`src/rtl/pra_pkg.sv`:
```
// constants, types and helper functions of the packet ram arbiter and dma.
// assumes one 250 MHz core clock; slower rates are enable pulses from it.
// Behaviour
// - 50 MHz tick runs dma and arbiter
// - 25 MHz tick drives handler when needed
// - endec clocks never reach dma or arbiter
// - mac transmit and receive paths stay independent
// - one 16-bit fifo per direction, mac side
// - dma side of mac fifos holds 32-bit words
// - dma moves words between memory and fifos
// - separate address and count per direction
// - alternate receive and transmit when both wait
// - arbiter serialises host and dma memory cycles
// - memory cycle timed for 25 ns sram
// - host dword every 80 ns, dma included; code gives one every 120 ns
// - write strobes only for written bytes
// - reads fetch full word, bytes steered by address
// - host read and write fifos, any size mix
// - not ready while fifos cannot serve cycle
// - host fifo depth absorbs arbitration delay
package pra_pkg;
   // -----------------------------------------------------------------
   // clock rates and timing
   // -----------------------------------------------------------------
   localparam int CORE_CLK_MHZ = 250;
   localparam int ARB_CLK_MHZ = 50;
   localparam int HND_CLK_MHZ = 25;
   localparam int ARB_DIV = CORE_CLK_MHZ / ARB_CLK_MHZ;
   localparam int HND_TICKS_PER_ARB = ARB_CLK_MHZ / HND_CLK_MHZ;
   localparam int ARB_PERIOD_NS = 1000 / ARB_CLK_MHZ;
   localparam int SRAM_ACCESS_NS = 25;
   localparam int SRAM_TICKS =
      (SRAM_ACCESS_NS + ARB_PERIOD_NS - 1) / ARB_PERIOD_NS;
   localparam int MTC_LOSS_NS = 1000;
   localparam int MTC_LOSS_CYC = MTC_LOSS_NS * CORE_CLK_MHZ / 1000;

   // -----------------------------------------------------------------
   // widths
   // -----------------------------------------------------------------
   localparam int WORD_W = 32;
   localparam int HALF_W = 16;
   localparam int BE_W = 4;
   localparam int RAM_AW = 15;
   localparam int BYTE_AW = 17;
   localparam int DMA_CNT_W = 10;

   typedef enum logic [1:0] {
      PRA_SZ_BYTE = 2'h0,
      PRA_SZ_WORD = 2'h1,
      PRA_SZ_DWORD = 2'h2
   } pra_size_t;

   // host request as issued by the bus interface unit
   typedef struct packed {
      logic write;
      pra_size_t size;
      logic [BYTE_AW-1:0] addr;
      logic [WORD_W-1:0] wdata;
   } pra_host_req_t;

   // sram pins, strobes and output enable active low
   typedef struct packed {
      logic [RAM_AW-1:0] addr;
      logic [WORD_W-1:0] wdata;
      logic data_oe;
      logic oe_n;
      logic [BE_W-1:0] we_n;
      logic rcv_dma;
   } pra_sram_t;

   // byte lanes touched by an access; misaligned spans are cut at lane 3
   function automatic logic [BE_W-1:0] pra_be_of(input logic [1:0] ofs,
                                                  input pra_size_t sz);
      logic [BE_W-1:0] m;
      case (sz)
         PRA_SZ_BYTE: m = 4'h1;
         PRA_SZ_WORD: m = 4'h3;
         default: m = 4'hf;
      endcase
      return BE_W'(m << ofs);
   endfunction

   function automatic logic [WORD_W-1:0] pra_lane_up(input logic [1:0] ofs,
                                                     input logic [WORD_W-1:0] d);
      return WORD_W'(d << {ofs, 3'h0});
   endfunction

   function automatic logic [WORD_W-1:0] pra_lane_dn(input logic [1:0] ofs,
                                                     input logic [WORD_W-1:0] d);
      return WORD_W'(d >> {ofs, 3'h0});
   endfunction
endpackage

```
`src/rtl/pra_packet_ram_arbiter_dma.sv`:
```
// packet memory data path: dma engine, sram arbiter and host data fifos.
// assumes host and dma controls on core_clk_in; mac side talks by toggles
// with data held stable; sram and mii clock pins are asynchronous.
`timescale 1ns/1ns
module pra_packet_ram_arbiter_dma
   import pra_pkg::*;
#(
   parameter int TX_DEPTH = 4,
   parameter int RX_DEPTH = 4,
   parameter int HW_DEPTH = 4,
   parameter int HR_DEPTH = 4
) (
   input wire logic core_clk_in,
   input wire logic srst_in,
   input wire logic mii_transmit_clock_in,
   output logic hnd_clk_en_out,
   output logic hnd_on_internal_out,
   input wire logic host_valid_in,
   input wire pra_host_req_t host_req_in,
   output logic host_rdy_out,
   output logic [WORD_W-1:0] host_rdata_out,
   output logic host_rvalid_out,
   input wire logic dma_tx_start_in,
   input wire logic [RAM_AW-1:0] dma_tx_addr_in,
   input wire logic [DMA_CNT_W-1:0] dma_tx_words_in,
   input wire logic dma_rx_start_in,
   input wire logic [RAM_AW-1:0] dma_rx_addr_in,
   input wire logic [DMA_CNT_W-1:0] dma_rx_words_in,
   output logic dma_tx_busy_out,
   output logic dma_rx_busy_out,
   input wire logic mac_tx_take_tgl_in,
   output logic [HALF_W-1:0] mac_tx_data_out,
   output logic mac_tx_valid_out,
   input wire logic mac_rx_put_tgl_in,
   input wire logic [HALF_W-1:0] mac_rx_data_in,
   output logic mac_rx_space_out,
   output pra_sram_t sram_out,
   input wire logic [WORD_W-1:0] sram_rdata_in
);
   localparam int TXP = $clog2(TX_DEPTH);
   localparam int RXP = $clog2(RX_DEPTH);
   localparam int HWP = $clog2(HW_DEPTH);
   localparam int HRP = $clog2(HR_DEPTH);
   localparam int WENT_W = RAM_AW + BE_W + WORD_W;

   typedef enum logic [1:0] {ST_IDLE = 2'b01, ST_RUN = 2'b10} pra_state_t;
   typedef enum logic [3:0] {
      OWN_HWR = 4'b0001, OWN_HRD = 4'b0010,
      OWN_TX = 4'b0100, OWN_RX = 4'b1000
   } pra_owner_t;

   // -----------------------------------------------------------------
   // clock enables
   // -----------------------------------------------------------------
   // free running from power up: the handler tick must run in reset too
   logic [2:0] div_q = 3'h0;
   logic half_q = 1'b0;
   logic en50, en25;
   assign en50 = (div_q == 3'(ARB_DIV - 1));
   assign en25 = en50 & half_q;
   always_ff @(posedge core_clk_in) begin
      div_q <= en50 ? 3'h0 : div_q + 3'h1;
      if (en50) begin
         half_q <= (HND_TICKS_PER_ARB == 2) ? ~half_q : 1'b1;
      end
   end

   // mii transmit clock presence: edges seen within the loss window
   logic [2:0] mtc_s_q;
   logic [8:0] loss_q;
   logic present;
   assign present = (loss_q < 9'(MTC_LOSS_CYC));
   always_ff @(posedge core_clk_in) begin
      mtc_s_q <= {mtc_s_q[1:0], mii_transmit_clock_in};
      if (srst_in) begin
         loss_q <= 9'(MTC_LOSS_CYC);
      end else if (mtc_s_q[2] != mtc_s_q[1]) begin
         loss_q <= 9'h0;
      end else if (present) begin
         loss_q <= loss_q + 9'h1;
      end
   end

   // internal 25 MHz tick replaces the missing mii clock
   always_ff @(posedge core_clk_in) begin
      hnd_on_internal_out <= srst_in | ~present;
      hnd_clk_en_out <= en25 & (srst_in | ~present);
   end
   // mac side toggles; endec clocks stay inside the mac engine
   logic [2:0] take_s_q, put_s_q;
   logic take_ev, put_ev;
   always_ff @(posedge core_clk_in) begin
      take_s_q <= {take_s_q[1:0], mac_tx_take_tgl_in};
      put_s_q <= {put_s_q[1:0], mac_rx_put_tgl_in};
   end
   assign take_ev = take_s_q[2] ^ take_s_q[1];
   assign put_ev = put_s_q[2] ^ put_s_q[1];

   // sram read data pins pass two stages before capture
   logic [WORD_W-1:0] rd_s1_q, rd_s2_q;
   always_ff @(posedge core_clk_in) begin
      rd_s1_q <= sram_rdata_in;
      rd_s2_q <= rd_s1_q;
   end
   // arbiter state
   pra_state_t st_q;
   pra_owner_t own_q;
   logic [1:0] tick_q;
   logic gen_q, arb_gen_q, last_host_q, last_rx_q;
   logic done;
   assign done = (st_q == ST_RUN) && en50 && (tick_q == 2'(SRAM_TICKS - 1));

   // -----------------------------------------------------------------
   // transmit fifo: words in from memory, halves out to the mac
   // -----------------------------------------------------------------
   logic [WORD_W-1:0] txf_mem [TX_DEPTH];
   logic [TXP-1:0] txf_wp_q, txf_rp_q;
   logic [TXP:0] txf_cnt_q;
   logic txf_hi_q, txf_push, txf_pop;
   assign txf_push = done && (own_q == OWN_TX);
   assign txf_pop = take_ev && txf_hi_q && (txf_cnt_q != '0);
   always_ff @(posedge core_clk_in) begin
      if (srst_in) begin
         txf_wp_q <= '0;
         txf_rp_q <= '0;
         txf_cnt_q <= '0;
         txf_hi_q <= 1'b0;
      end else begin
         if (txf_push) begin
            txf_mem[txf_wp_q] <= rd_s2_q;
            txf_wp_q <= TXP'(txf_wp_q + 1'b1);
         end
         if (txf_pop) begin
            txf_rp_q <= TXP'(txf_rp_q + 1'b1);
         end
         txf_cnt_q <= txf_cnt_q + (TXP+1)'(txf_push) - (TXP+1)'(txf_pop);
         if (take_ev && txf_cnt_q != '0) begin
            txf_hi_q <= ~txf_hi_q;
         end
      end
   end

   // low half goes first, output held in a register for the mac domain
   always_ff @(posedge core_clk_in) begin
      if (srst_in) begin
         mac_tx_data_out <= '0;
         mac_tx_valid_out <= 1'b0;
      end else begin
         mac_tx_valid_out <= (txf_cnt_q != '0) && !txf_pop;
         mac_tx_data_out <= txf_hi_q ? txf_mem[txf_rp_q][WORD_W-1:HALF_W]
                                     : txf_mem[txf_rp_q][HALF_W-1:0];
      end
   end
   // receive fifo: halves in from the mac, words out to memory
   logic [WORD_W-1:0] rxf_mem [RX_DEPTH];
   logic [RXP-1:0] rxf_wp_q, rxf_rp_q;
   logic [RXP:0] rxf_cnt_q;
   logic [HALF_W-1:0] rx_lo_q;
   logic rx_hi_q, rxf_push, rxf_pop, rxf_full;
   assign rxf_full = (rxf_cnt_q == (RXP+1)'(RX_DEPTH));
   // a high half arriving while full is dropped; the mac watches the space flag
   assign rxf_push = put_ev && rx_hi_q && !rxf_full;
   assign rxf_pop = done && (own_q == OWN_RX);
   assign mac_rx_space_out = !rxf_full;
   always_ff @(posedge core_clk_in) begin
      if (srst_in) begin
         rxf_wp_q <= '0;
         rxf_rp_q <= '0;
         rxf_cnt_q <= '0;
         rx_hi_q <= 1'b0;
         rx_lo_q <= '0;
      end else begin
         if (put_ev && !rx_hi_q) begin
            rx_lo_q <= mac_rx_data_in;
         end
         if (put_ev && (!rxf_full || !rx_hi_q)) begin
            rx_hi_q <= ~rx_hi_q;
         end
         if (rxf_push) begin
            rxf_mem[rxf_wp_q] <= {mac_rx_data_in, rx_lo_q};
            rxf_wp_q <= RXP'(rxf_wp_q + 1'b1);
         end
         if (rxf_pop) begin
            rxf_rp_q <= RXP'(rxf_rp_q + 1'b1);
         end
         rxf_cnt_q <= rxf_cnt_q + (RXP+1)'(rxf_push) - (RXP+1)'(rxf_pop);
      end
   end
   // dma counters, one set per direction
   logic [RAM_AW-1:0] tx_addr_q, rx_addr_q;
   logic [DMA_CNT_W-1:0] tx_cnt_q, rx_cnt_q;
   logic tx_want, rx_want;
   assign tx_want = (tx_cnt_q != '0) && (txf_cnt_q != (TXP+1)'(TX_DEPTH));
   assign rx_want = (rx_cnt_q != '0) && (rxf_cnt_q != '0);
   assign dma_tx_busy_out = (tx_cnt_q != '0);
   assign dma_rx_busy_out = (rx_cnt_q != '0);
   always_ff @(posedge core_clk_in) begin
      if (srst_in) begin
         tx_addr_q <= '0;
         tx_cnt_q <= '0;
      end else if (dma_tx_start_in) begin
         tx_addr_q <= dma_tx_addr_in;
         tx_cnt_q <= dma_tx_words_in;
      end else if (txf_push) begin
         tx_addr_q <= tx_addr_q + 1'b1;
         tx_cnt_q <= tx_cnt_q - 1'b1;
      end
   end
   always_ff @(posedge core_clk_in) begin
      if (srst_in) begin
         rx_addr_q <= '0;
         rx_cnt_q <= '0;
      end else if (dma_rx_start_in) begin
         rx_addr_q <= dma_rx_addr_in;
         rx_cnt_q <= dma_rx_words_in;
      end else if (rxf_pop) begin
         rx_addr_q <= rx_addr_q + 1'b1;
         rx_cnt_q <= rx_cnt_q - 1'b1;
      end
   end

   // -----------------------------------------------------------------
   // host fifos and ready
   // -----------------------------------------------------------------
   logic [WENT_W-1:0] hw_mem [HW_DEPTH];
   logic [HWP-1:0] hw_wp_q, hw_rp_q;
   logic [HWP:0] hw_cnt_q;
   logic [WORD_W-1:0] hr_mem [HR_DEPTH];
   logic [HRP-1:0] hr_wp_q, hr_rp_q;
   logic [HRP:0] hr_cnt_q;
   logic [RAM_AW-1:0] exp_q, fetch_q, waddr;
   logic fetch_on_q, stale_q;
   logic [BE_W-1:0] hbe;
   logic hit, restart, acc, hw_push, hw_pop, hr_push, hr_pop, fetch_want;
   assign waddr = host_req_in.addr[BYTE_AW-1:2];
   assign hbe = pra_be_of(host_req_in.addr[1:0], host_req_in.size);
   assign hit = (hr_cnt_q != '0) && !stale_q && (waddr == exp_q);
   // not ready until the fifos can serve the cycle
   assign host_rdy_out = host_valid_in &&
      (host_req_in.write ? (hw_cnt_q != (HWP+1)'(HW_DEPTH)) : hit);
   assign acc = host_valid_in && host_rdy_out;
   assign restart = host_valid_in && !host_req_in.write &&
                    (stale_q || waddr != exp_q || !fetch_on_q);
   assign hw_push = acc && host_req_in.write;
   assign hw_pop = done && (own_q == OWN_HWR);
   assign hr_pop = acc && !host_req_in.write && hbe[BE_W-1];
   // a fetch issued before a restart carries an old generation
   assign hr_push = done && (own_q == OWN_HRD) && (arb_gen_q == gen_q) &&
                    !restart;
   // depth covers one dma cycle plus one host cycle of latency
   assign fetch_want = fetch_on_q && !restart &&
                       (hr_cnt_q != (HRP+1)'(HR_DEPTH));

   always_ff @(posedge core_clk_in) begin
      if (srst_in) begin
         hw_wp_q <= '0;
         hw_rp_q <= '0;
         hw_cnt_q <= '0;
      end else begin
         if (hw_push) begin
            hw_mem[hw_wp_q] <= {waddr, hbe, pra_lane_up(
               host_req_in.addr[1:0], host_req_in.wdata)};
            hw_wp_q <= HWP'(hw_wp_q + 1'b1);
         end
         if (hw_pop) begin
            hw_rp_q <= HWP'(hw_rp_q + 1'b1);
         end
         hw_cnt_q <= hw_cnt_q + (HWP+1)'(hw_push) - (HWP+1)'(hw_pop);
      end
   end

   // read prefetch runs sequentially from the word the host asked for
   always_ff @(posedge core_clk_in) begin
      if (srst_in) begin
         hr_wp_q <= '0;
         hr_rp_q <= '0;
         hr_cnt_q <= '0;
         exp_q <= '0;
         fetch_q <= '0;
         fetch_on_q <= 1'b0;
         stale_q <= 1'b0;
         gen_q <= 1'b0;
      end else if (restart) begin
         hr_wp_q <= '0;
         hr_rp_q <= '0;
         hr_cnt_q <= '0;
         exp_q <= waddr;
         fetch_q <= waddr;
         fetch_on_q <= 1'b1;
         stale_q <= 1'b0;
         gen_q <= ~gen_q;
      end else begin
         if (hw_push) begin
            stale_q <= 1'b1; // a write may overlap prefetched words
         end
         if (hr_push) begin
            hr_mem[hr_wp_q] <= rd_s2_q;
            hr_wp_q <= HRP'(hr_wp_q + 1'b1);
            fetch_q <= fetch_q + 1'b1; // next fetch is the following word
         end
         if (hr_pop) begin
            hr_rp_q <= HRP'(hr_rp_q + 1'b1);
            exp_q <= exp_q + 1'b1;
         end
         hr_cnt_q <= hr_cnt_q + (HRP+1)'(hr_push) - (HRP+1)'(hr_pop);
      end
   end

   // read data handed back one cycle after the access is taken
   always_ff @(posedge core_clk_in) begin
      if (srst_in) begin
         host_rdata_out <= '0;
         host_rvalid_out <= 1'b0;
      end else begin
         host_rvalid_out <= acc && !host_req_in.write;
         if (acc && !host_req_in.write) begin
            host_rdata_out <= pra_lane_dn(host_req_in.addr[1:0],
                                          hr_mem[hr_rp_q]);
         end
      end
   end

   // -----------------------------------------------------------------
   // arbiter: one sram cycle at a time on the 50 MHz tick
   // -----------------------------------------------------------------
   logic host_want, dma_want, pick_host, pick_rx;
   logic [RAM_AW+BE_W+WORD_W-1:0] hw_head;
   assign hw_head = hw_mem[hw_rp_q];
   assign host_want = (hw_cnt_q != '0) || fetch_want;
   assign dma_want = tx_want || rx_want;
   // alternating with the dma gives the host one dword every six ticks
   assign pick_host = host_want && (!dma_want || !last_host_q);
   assign pick_rx = rx_want && (!tx_want || !last_rx_q);

   always_ff @(posedge core_clk_in) begin
      if (srst_in) begin
         st_q <= ST_IDLE;
         own_q <= OWN_HWR;
         tick_q <= '0;
         arb_gen_q <= 1'b0;
         last_host_q <= 1'b0;
         last_rx_q <= 1'b0;
         sram_out <= '{addr: '0, wdata: '0, data_oe: 1'b0, oe_n: 1'b1,
                       we_n: 4'hf, rcv_dma: 1'b0};
      end else if (en50) begin
         case (st_q)
            ST_IDLE: begin
               tick_q <= '0;
               if (pick_host) begin
                  st_q <= ST_RUN;
                  last_host_q <= 1'b1;
                  sram_out.rcv_dma <= 1'b0;
                  if (hw_cnt_q != '0) begin
                     own_q <= OWN_HWR;
                     sram_out.addr <= hw_head[WENT_W-1 -: RAM_AW];
                     sram_out.wdata <= hw_head[WORD_W-1:0];
                     sram_out.we_n <= ~hw_head[WORD_W +: BE_W];
                     sram_out.data_oe <= 1'b1;
                     sram_out.oe_n <= 1'b1;
                  end else begin
                     own_q <= OWN_HRD;
                     arb_gen_q <= gen_q;
                     sram_out.addr <= fetch_q;
                     sram_out.we_n <= 4'hf;
                     sram_out.data_oe <= 1'b0;
                     sram_out.oe_n <= 1'b0;
                  end
               end else if (dma_want) begin
                  st_q <= ST_RUN;
                  last_host_q <= 1'b0;
                  last_rx_q <= pick_rx;
                  own_q <= pick_rx ? OWN_RX : OWN_TX;
                  sram_out.rcv_dma <= pick_rx;
                  sram_out.addr <= pick_rx ? rx_addr_q : tx_addr_q;
                  sram_out.wdata <= rxf_mem[rxf_rp_q];
                  sram_out.we_n <= pick_rx ? 4'h0 : 4'hf;
                  sram_out.data_oe <= pick_rx;
                  sram_out.oe_n <= pick_rx;
               end
            end
            ST_RUN: begin
               tick_q <= tick_q + 2'h1;
               if (tick_q == 2'(SRAM_TICKS - 1)) begin
                  st_q <= ST_IDLE;
                  sram_out.we_n <= 4'hf;
                  sram_out.oe_n <= 1'b1;
                  sram_out.data_oe <= 1'b0;
                  sram_out.rcv_dma <= 1'b0;
               end
            end
            default: st_q <= ST_IDLE;
         endcase
      end
   end

endmodule // pra_packet_ram_arbiter_dma

```
`config.mk`:
```
export PLATFORM = sky130hd
export DESIGN_NAME = pra_packet_ram_arbiter_dma
export DESIGN_NICKNAME = d
export VERILOG_FILES = /design/src/rtl/pra_pkg.sv /design/src/rtl/pra_packet_ram_arbiter_dma.sv
export SDC_FILE = /design/constraint.sdc
export NUM_CORES = 1
export LEC_CHECK = 0
export BUFFER_PORTS_ARGS = -buffer_cell sky130_fd_sc_hd__buf_2
export CAP_MARGIN = 40
export CELL_PAD_IN_SITES_DETAIL_PLACEMENT = 0
export CELL_PAD_IN_SITES_GLOBAL_PLACEMENT = 2
export CORE_UTILIZATION = 47
export CTS_CLUSTER_SIZE = 10
export DETAILED_ROUTE_END_ITERATION = 8
export GPL_ROUTABILITY_DRIVEN = 0
export PLACE_DENSITY_LB_ADDON = 0.05
export SETUP_SLACK_MARGIN = 0.3
export SLEW_MARGIN = 25
export SYNTH_ARGS = -nofsm -noshare
export SYNTH_HDL_FRONTEND = slang
export SYNTH_SLANG_ARGS = --single-unit
export TNS_END_PERCENT = 1
```
`constraint.sdc`:
```
create_clock -name core_clk_in -period 8.14 [get_ports core_clk_in]
set_input_delay 1.221 -clock core_clk_in [delete_from_list [all_inputs] [get_ports core_clk_in]]
set_output_delay 1.221 -clock core_clk_in [all_outputs]
set_load 0.005 [all_outputs]
```
== Word level (Yosys, flattened, before mapping) ==
Memory sizes are Yosys's and may differ from the RTL's. A register that Yosys moved wholly into a read port is not among the register bits.
Cells that the tools add are included.

* $add $sub $neg: 25
* Multipliers: 0
* Div/mod/pow operators: 0
* $lt $le $gt $ge: 1
* Equality and inequality tests: 20
* Shift-type cells: 3
* Muxes and demuxes: 58
* Bitwise operators: 13
* Reduce and logical (&&, ||, !) cells: 72

{| class="wikitable"
|+ Operators by type and width
! kind !! count
|-
| 2-to-1 mux 15 bit || 10
|-
| 2-to-1 mux 54 bit || 2
|-
| adder 15 x 1 -> 15 bit, second input constant || 4
|-
| 2-to-1 mux 10 bit || 4
|-
| 2-to-1 mux 32 bit || 1
|-
| << shifter 32 x 5 -> 32 bit || 1
|-
| >> shifter 32 x 5 -> 32 bit || 1
|-
| logical AND 1 bit || 31
|-
| 2-to-1 mux 2 bit || 12
|-
| nonzero test 10 bit || 2
|-
| subtractor 10 x 1 -> 10 bit, second input constant || 2
|-
| adder 2 x 1 -> 2 bit, second input constant || 9
|-
| 2-to-1 mux 1 bit || 16
|-
| 2-to-1 mux 16 bit || 1
|-
| 2-to-1 mux 4 bit || 4
|-
| 2-to-1 mux 8 bit || 2
|-
| AND reduction 4 bit || 4
|-
| == test 15 bit || 1
|-
| inequality test 15 bit || 1
|-
| one-hot mux 7 bit (2 select lines) || 1
|-
| nonzero test 2 bit || 7
|-
| adder 3 x 1 -> 3 bit || 4
|-
| inequality test 3 bit, second input constant || 4
|-
| nonzero test 3 bit || 4
|-
| other kinds (30) || 64
|}

* Register bits: 332
* Bits in latches: 0
* RAM bits: 588
* Memory bits (read-only): 0
* Input port bits: 158
* Output and inout bits: 110
* Word-level logic and storage cells: 247
* Memories kept: 4

{| class="wikitable"
|+ Memory list
! name !! words !! width !! rd ports !! clocked after Yosys merged registers in !! wr ports !! RTL line !! source
|-
| hw_mem || 4 || 51 || 1 || 1 || 1 || pra_packet_ram_arbiter_dma.sv:225 || <nowiki>logic [WENT_W-1:0] hw_mem [HW_DEPTH];</nowiki>
|-
| hr_mem || 4 || 32 || 1 || 1 || 1 || pra_packet_ram_arbiter_dma.sv:228 || <nowiki>logic [WORD_W-1:0] hr_mem [HR_DEPTH];</nowiki>
|-
| rxf_mem || 4 || 32 || 1 || 1 || 1 || pra_packet_ram_arbiter_dma.sv:155 || <nowiki>logic [WORD_W-1:0] rxf_mem [RX_DEPTH];</nowiki>
|-
| txf_mem || 4 || 32 || 1 || 1 || 1 || pra_packet_ram_arbiter_dma.sv:116 || <nowiki>logic [WORD_W-1:0] txf_mem [TX_DEPTH];</nowiki>
|}

== Longest topological paths before layout ==
* Depth in word-level cells: 11
* Gate-level depth with buffers: 15

== Worst setup path after synthesis ==
No wires, ideal clock.

* Kind: input to register
* Start point: input port host_req_in[35] (netlist name)
* End point: register hr_cnt_q[2]
* Setup time: 120 ps
* Data arrival time: 3,984 ps
* Setup slack: 4,036 ps
* Stages on the path: 14
* Cell sequence: xor2_1 > nor4_1 > nand4_1 > o21ai_0 > clkbuf_1 > clkbuf_1 > nand3_1 > ha_1 > inv_1 > ha_1 > fa_1 > xnor2_1 > xnor2_1 > nor2_1

* Cells in the longest elaborated chain, start to end: 8
* Elaborated cells on any way between the ends: 16

{| class="wikitable"
|+ RTL lines
! what !! RTL line !! source
|-
| start, declared || pra_packet_ram_arbiter_dma.sv:19 || <nowiki>input wire pra_host_req_t host_req_in,</nowiki>
|-
| inequality test 15 bit / == test 15 bit (equally long branches) || pra_packet_ram_arbiter_dma.sv:243, pra_packet_ram_arbiter_dma.sv:237 ||
|-
| logical OR 1 bit / logical AND 1 bit (equally long branches) || pra_packet_ram_arbiter_dma.sv:243, pra_packet_ram_arbiter_dma.sv:237 ||
|-
| logical OR 1 bit / 2-to-1 mux 1 bit (equally long branches) || pra_packet_ram_arbiter_dma.sv:243, pra_packet_ram_arbiter_dma.sv:240 ||
|-
| logical AND 1 bit, on equally long branches || pra_packet_ram_arbiter_dma.sv:242, pra_packet_ram_arbiter_dma.sv:239 ||
|-
| zero test 1 bit / logical AND 1 bit (equally long branches) || pra_packet_ram_arbiter_dma.sv:249, pra_packet_ram_arbiter_dma.sv:241 ||
|-
| logical AND 1 bit, on equally long branches || pra_packet_ram_arbiter_dma.sv:248, pra_packet_ram_arbiter_dma.sv:246 ||
|-
| adder 3 x 1 -> 3 bit / logical AND 1 bit (equally long branches) || pra_packet_ram_arbiter_dma.sv:305, pra_packet_ram_arbiter_dma.sv:246 ||
|-
| subtractor 3 x 1 -> 3 bit || pra_packet_ram_arbiter_dma.sv:305 || <nowiki>hr_cnt_q <= hr_cnt_q + (HRP+1)'(hr_push) - (HRP+1)'(hr_pop);</nowiki>
|-
| end signal, assigned || pra_packet_ram_arbiter_dma.sv:305 ||
|-
| end, declared || pra_packet_ram_arbiter_dma.sv:230 || <nowiki>logic [HRP:0] hr_cnt_q;</nowiki>
|}

Several ways; a longest one is shown, not always the timed one.
A chain may end at the register's enable or synchronous reset.

== Worst setup path in the final report ==
* Start point: input port host_req_in[35] (netlist name)
* End point: output port host_rdy_out

* Cells in the longest elaborated chain, start to end: 4

{| class="wikitable"
|+ RTL lines
! what !! RTL line !! source
|-
| == test 15 bit || pra_packet_ram_arbiter_dma.sv:237 || <nowiki>assign hit = (hr_cnt_q != '0) && !stale_q && (waddr == exp_q);</nowiki>
|-
| logical AND 1 bit || pra_packet_ram_arbiter_dma.sv:237 ||
|-
| 2-to-1 mux 1 bit || pra_packet_ram_arbiter_dma.sv:240 || <nowiki>(host_req_in.write ? (hw_cnt_q != (HWP+1)'(HW_DEPTH)) : hit);</nowiki>
|-
| logical AND 1 bit || pra_packet_ram_arbiter_dma.sv:239 || <nowiki>assign host_rdy_out = host_valid_in &&</nowiki>
|-
| end, declared || pra_packet_ram_arbiter_dma.sv:20 || <nowiki>output logic host_rdy_out,</nowiki>
|}

No other way between the ends.

==> flow_metrics.env <==
export IMPL_vias=21000
export IMPL_power_leakage_nw=14.6
export IMPL_drc=2
export IMPL_ctsResizeCount=0
export IMPL_post_route_period_util=0.518
export IMPL_fin_crit_ns=4.22
export IMPL_synthArstFlopShare=0
export IMPL_min_from="rd_s1_q[21]"
export IMPL_finClkSkew_ns=0.0467
export IMPL_grt_antenna_before_repair=4
export IMPL_grt_usage=0.228
export IMPL_synth_cell_area_mm2=0.0360
export IMPL_fin_nets=2900
export IMPL_cts_htree_levels=3
export IMPL_r2r_end="hr_cnt_q[2]"
export IMPL_dieArea_mm2=0.0776
export IMPL_cp_arrival_ns=2.99
export IMPL_nFillCells=6191
export IMPL_synth_fp_nets=2616
export IMPL_boundaryPins=268
export IMPL_die_width_um=279
export IMPL_power_density_mw_per_mm2=239
export IMPL_rsz0062_at_grt="false"
export IMPL_cts_tree="done"
export IMPL_post_synth_top_area_cell="edfxtp_1"
export IMPL_synth_top_cell_area_share=0.492
export IMPL_cts_root_buffer="clkbuf_16"
export IMPL_drt_iter0_markers=1625
export IMPL_hold_viol=0
export IMPL_worst_slew_pin_slew_ns=0.821
export IMPL_ys_seq_area_frac=0.680
export IMPL_clockBufferDepth=3
export IMPL_fin_total_pwr_w=0.00997
export IMPL_area_delta_synth_final_pct=16.0
export IMPL_ys_flop_type="edfxtp_1"
export IMPL_synth_area_top_cells="edfxtp_1, dfxtp_1, mux4_2"
export IMPL_cts_hold_buf=0
export IMPL_maxSlewViolCount=0
export IMPL_overflow=0
export IMPL_synth_edf_count=589
export IMPL_slew_headroom=0.447
export IMPL_ys_types=68
export IMPL_start_kind="input port"
export IMPL_num_rows=101
export IMPL_clk_pin_slew_worst_paths_ns=0.05
export IMPL_layout_drive_gt1_share=0.224
export IMPL_antennaDiodeCount=0
export IMPL_core_area_mm2=0.0758
export IMPL_violations="DRC"
export IMPL_synth_common_cells="edfxtp_1, dfxtp_1, a21oi_1"
export IMPL_maxCapViolCount=0
export IMPL_reg2reg_depth=14
export IMPL_status="finished with violations"
export IMPL_synth_most_common_cell="edfxtp_1"
export IMPL_dp_hpwl_mm=58.3
export IMPL_whs_path_depth=0
export IMPL_worst_path_max_fanout=22
export IMPL_drt_wirelength_per_cell_um=23.5
export IMPL_start_util=0.474
export IMPL_r2r_setup_slack_ns=4.44
export IMPL_die_height_um=279
export IMPL_min_to="rd_s2_q[21]"
export IMPL_routed_wl_mm=88.4
export IMPL_cts_made_buffers=105
export IMPL_timing_critical_path_from="host_req_in[35]"
export IMPL_synth_area_per_cell_um2=14.9
export IMPL_clock_sink_count=928
export IMPL_postCtsSetupBuffers=0
export IMPL_ys_ff_latch=928
export IMPL_fmax_mhz=237
export IMPL_worstSetupEndpointType="output pin"
export IMPL_clock_latency_ns=0.68
export IMPL_r2r_start="exp_q[3]"
export IMPL_dr_pass1_iters=9
export IMPL_path_class="in2out"
export IMPL_min_path_type="reg2reg"
export IMPL_ant_nets=0
export IMPL_viasPerCell=5.57
export IMPL_grt_pass1_vias=21300
export IMPL_port_buffers=267
export IMPL_required_ns=6.92
export IMPL_peakVddDrop_uv=180
export IMPL_ys_warn_count=0
export IMPL_tns_ns=0
export IMPL_setup_violations=0
export IMPL_syn_inst=2416
export IMPL_grt_pass1_wl_mm=133
export IMPL_grt_max_degree=71
kinds of logic after synthesis:
| family | Yosys count | share of synthesized area |
|---|---|---|
| flops | 928 | 0.680 |
| simple gates | 519 | 0.0685 |
| compound gates | 363 | 0.0618 |
| mux | 259 | 0.125 |
| buf+inv | 187 | 0.0206 |
| xor+xnor | 118 | 0.0287 |
| fa+ha+maj | 42 | 0.0154 |
stage by stage:
step | hold WS (ns) | instances | util | worst slack [ns] | cell area (um2)
final | 0.324 | 3767 | 0.550 | 3.92 | 41700
after global routing | 0.325 | 3767 | 0.550 | 3.83 | 41700
after CTS | 0.323 | 3764 | 0.550 | 3.96 | 41700
after detailed placement | 0.312 | 3568 | 0.508 | 3.59 | 38500
after global placement | 0.312 | 3557 | 0.505 | 3.61 | 38300
after floorplan | 0.310 | 2416 | - | 4.04 | 36000
where the power goes:
group	leakage [nW]	internal, W	switching, W
logic	4.99	0.000183	0.000280
registers	8.13	0.00509	0.0000823
clock network	1.49	0.00248	0.00186
total	14.6	0.00776	0.00222
flip-flops by register name (all words and copies together) (netlist names), 4 cells and up, named ones only:
register and count:
rx_addr_q 15, txf_mem 128, host_rdata_out 32, tx_cnt_q 10, tx_addr_q 15, rx_lo_q 16, own_q 4, hw_mem 204
loss_q 9, sram_out 54, mac_tx_data_out 16, rxf_mem 128, rd_s2_q 32, rx_cnt_q 10, hr_mem 128, fetch_q 15
exp_q 15, rd_s1_q 32
layout make-up:
type / count / area (um2) / area share
tap: 978 / 1220 / 0.0293
sequential: 928 / 24500 / 0.587
inverter: 49 / 184 / 0.00441
clock inverter: 8 / 180 / 0.00432
multi-input combinational: 1301 / 10800 / 0.259
timing repair buffer: 315 / 1880 / 0.0451
clock buffer: 188 / 2990 / 0.0716
cells in the final DEF (no fill, tap or decap), types with 5 or more instances in the layout:
| cell | Yosys | final |
|---|---|---|
| xor2_1 | 54 | 54 |
| mux4_2 | 147 | 147 |
| mux2_4 | 8 | 8 |
| clkbuf_1 | 114 | 78 |
| a222oi_1 | 15 | 15 |
| clkbuf_8 | 0 | 5 |
| mux2i_1 | 95 | 95 |
| buf_16 | 0 | 6 |
| nor4_1 | 14 | 14 |
| nand2_1 | 164 | 164 |
| and2_1 | 25 | 21 |
| nor2b_1 | 25 | 22 |
| ha_1 | 38 | 38 |
| inv_1 | 47 | 46 |
| nor3_1 | 29 | 29 |
| clkbuf_16 | 0 | 105 |
| nand3_1 | 43 | 42 |
| dfxtp_1 | 339 | 334 |
| a211oi_1 | 76 | 76 |
| and3_1 | 23 | 23 |
| nor2_1 | 137 | 136 |
| or3_1 | 11 | 11 |
| nand4_1 | 21 | 21 |
| clkinv_16 | 0 | 5 |
| xnor2_1 | 64 | 64 |
| buf_2 | 6 | 265 |
| and4_1 | 6 | 6 |
| mux2_2 | 8 | 8 |
| buf_4 | 0 | 35 |
| a21oi_1 | 170 | 170 |
| o21ai_0 | 63 | 62 |
| edfxtp_1 | 589 | 589 |
how the worst max path moves through the flow:
stage	endpoint	slack (ns)	cells after the start
after floorplan	hr_cnt_q[2]	4.04	14
after global placement	hr_cnt_q[2]	3.61	15
after detailed placement	hr_cnt_q[2]	3.59	15
after CTS	host_rdy_out	3.96	9
after global routing	host_rdy_out	3.83	9
final	host_rdy_out	3.92	9
routing by layer:
layer / vias to the layer above / wire (um) / track usage
met5: - / 0 / 0
met4: 0 / 2990 / 0.0842
met3: 156 / 3580 / 0.0296
met2: 492 / 43900 / 0.381
met1: 10600 / 37900 / 0.306
li1: 9704 / - / -
critical path, stage by stage:
cell     delay, ns
buf_2         0.14
xor2_1        0.14
nor4_1        0.50
nand4_1       0.17
buf_4         0.26
nor3b_1       0.21
a21oi_1       0.10
nor2b_1       0.12
buf_2         0.12
(Power assumes the default switching activity.)
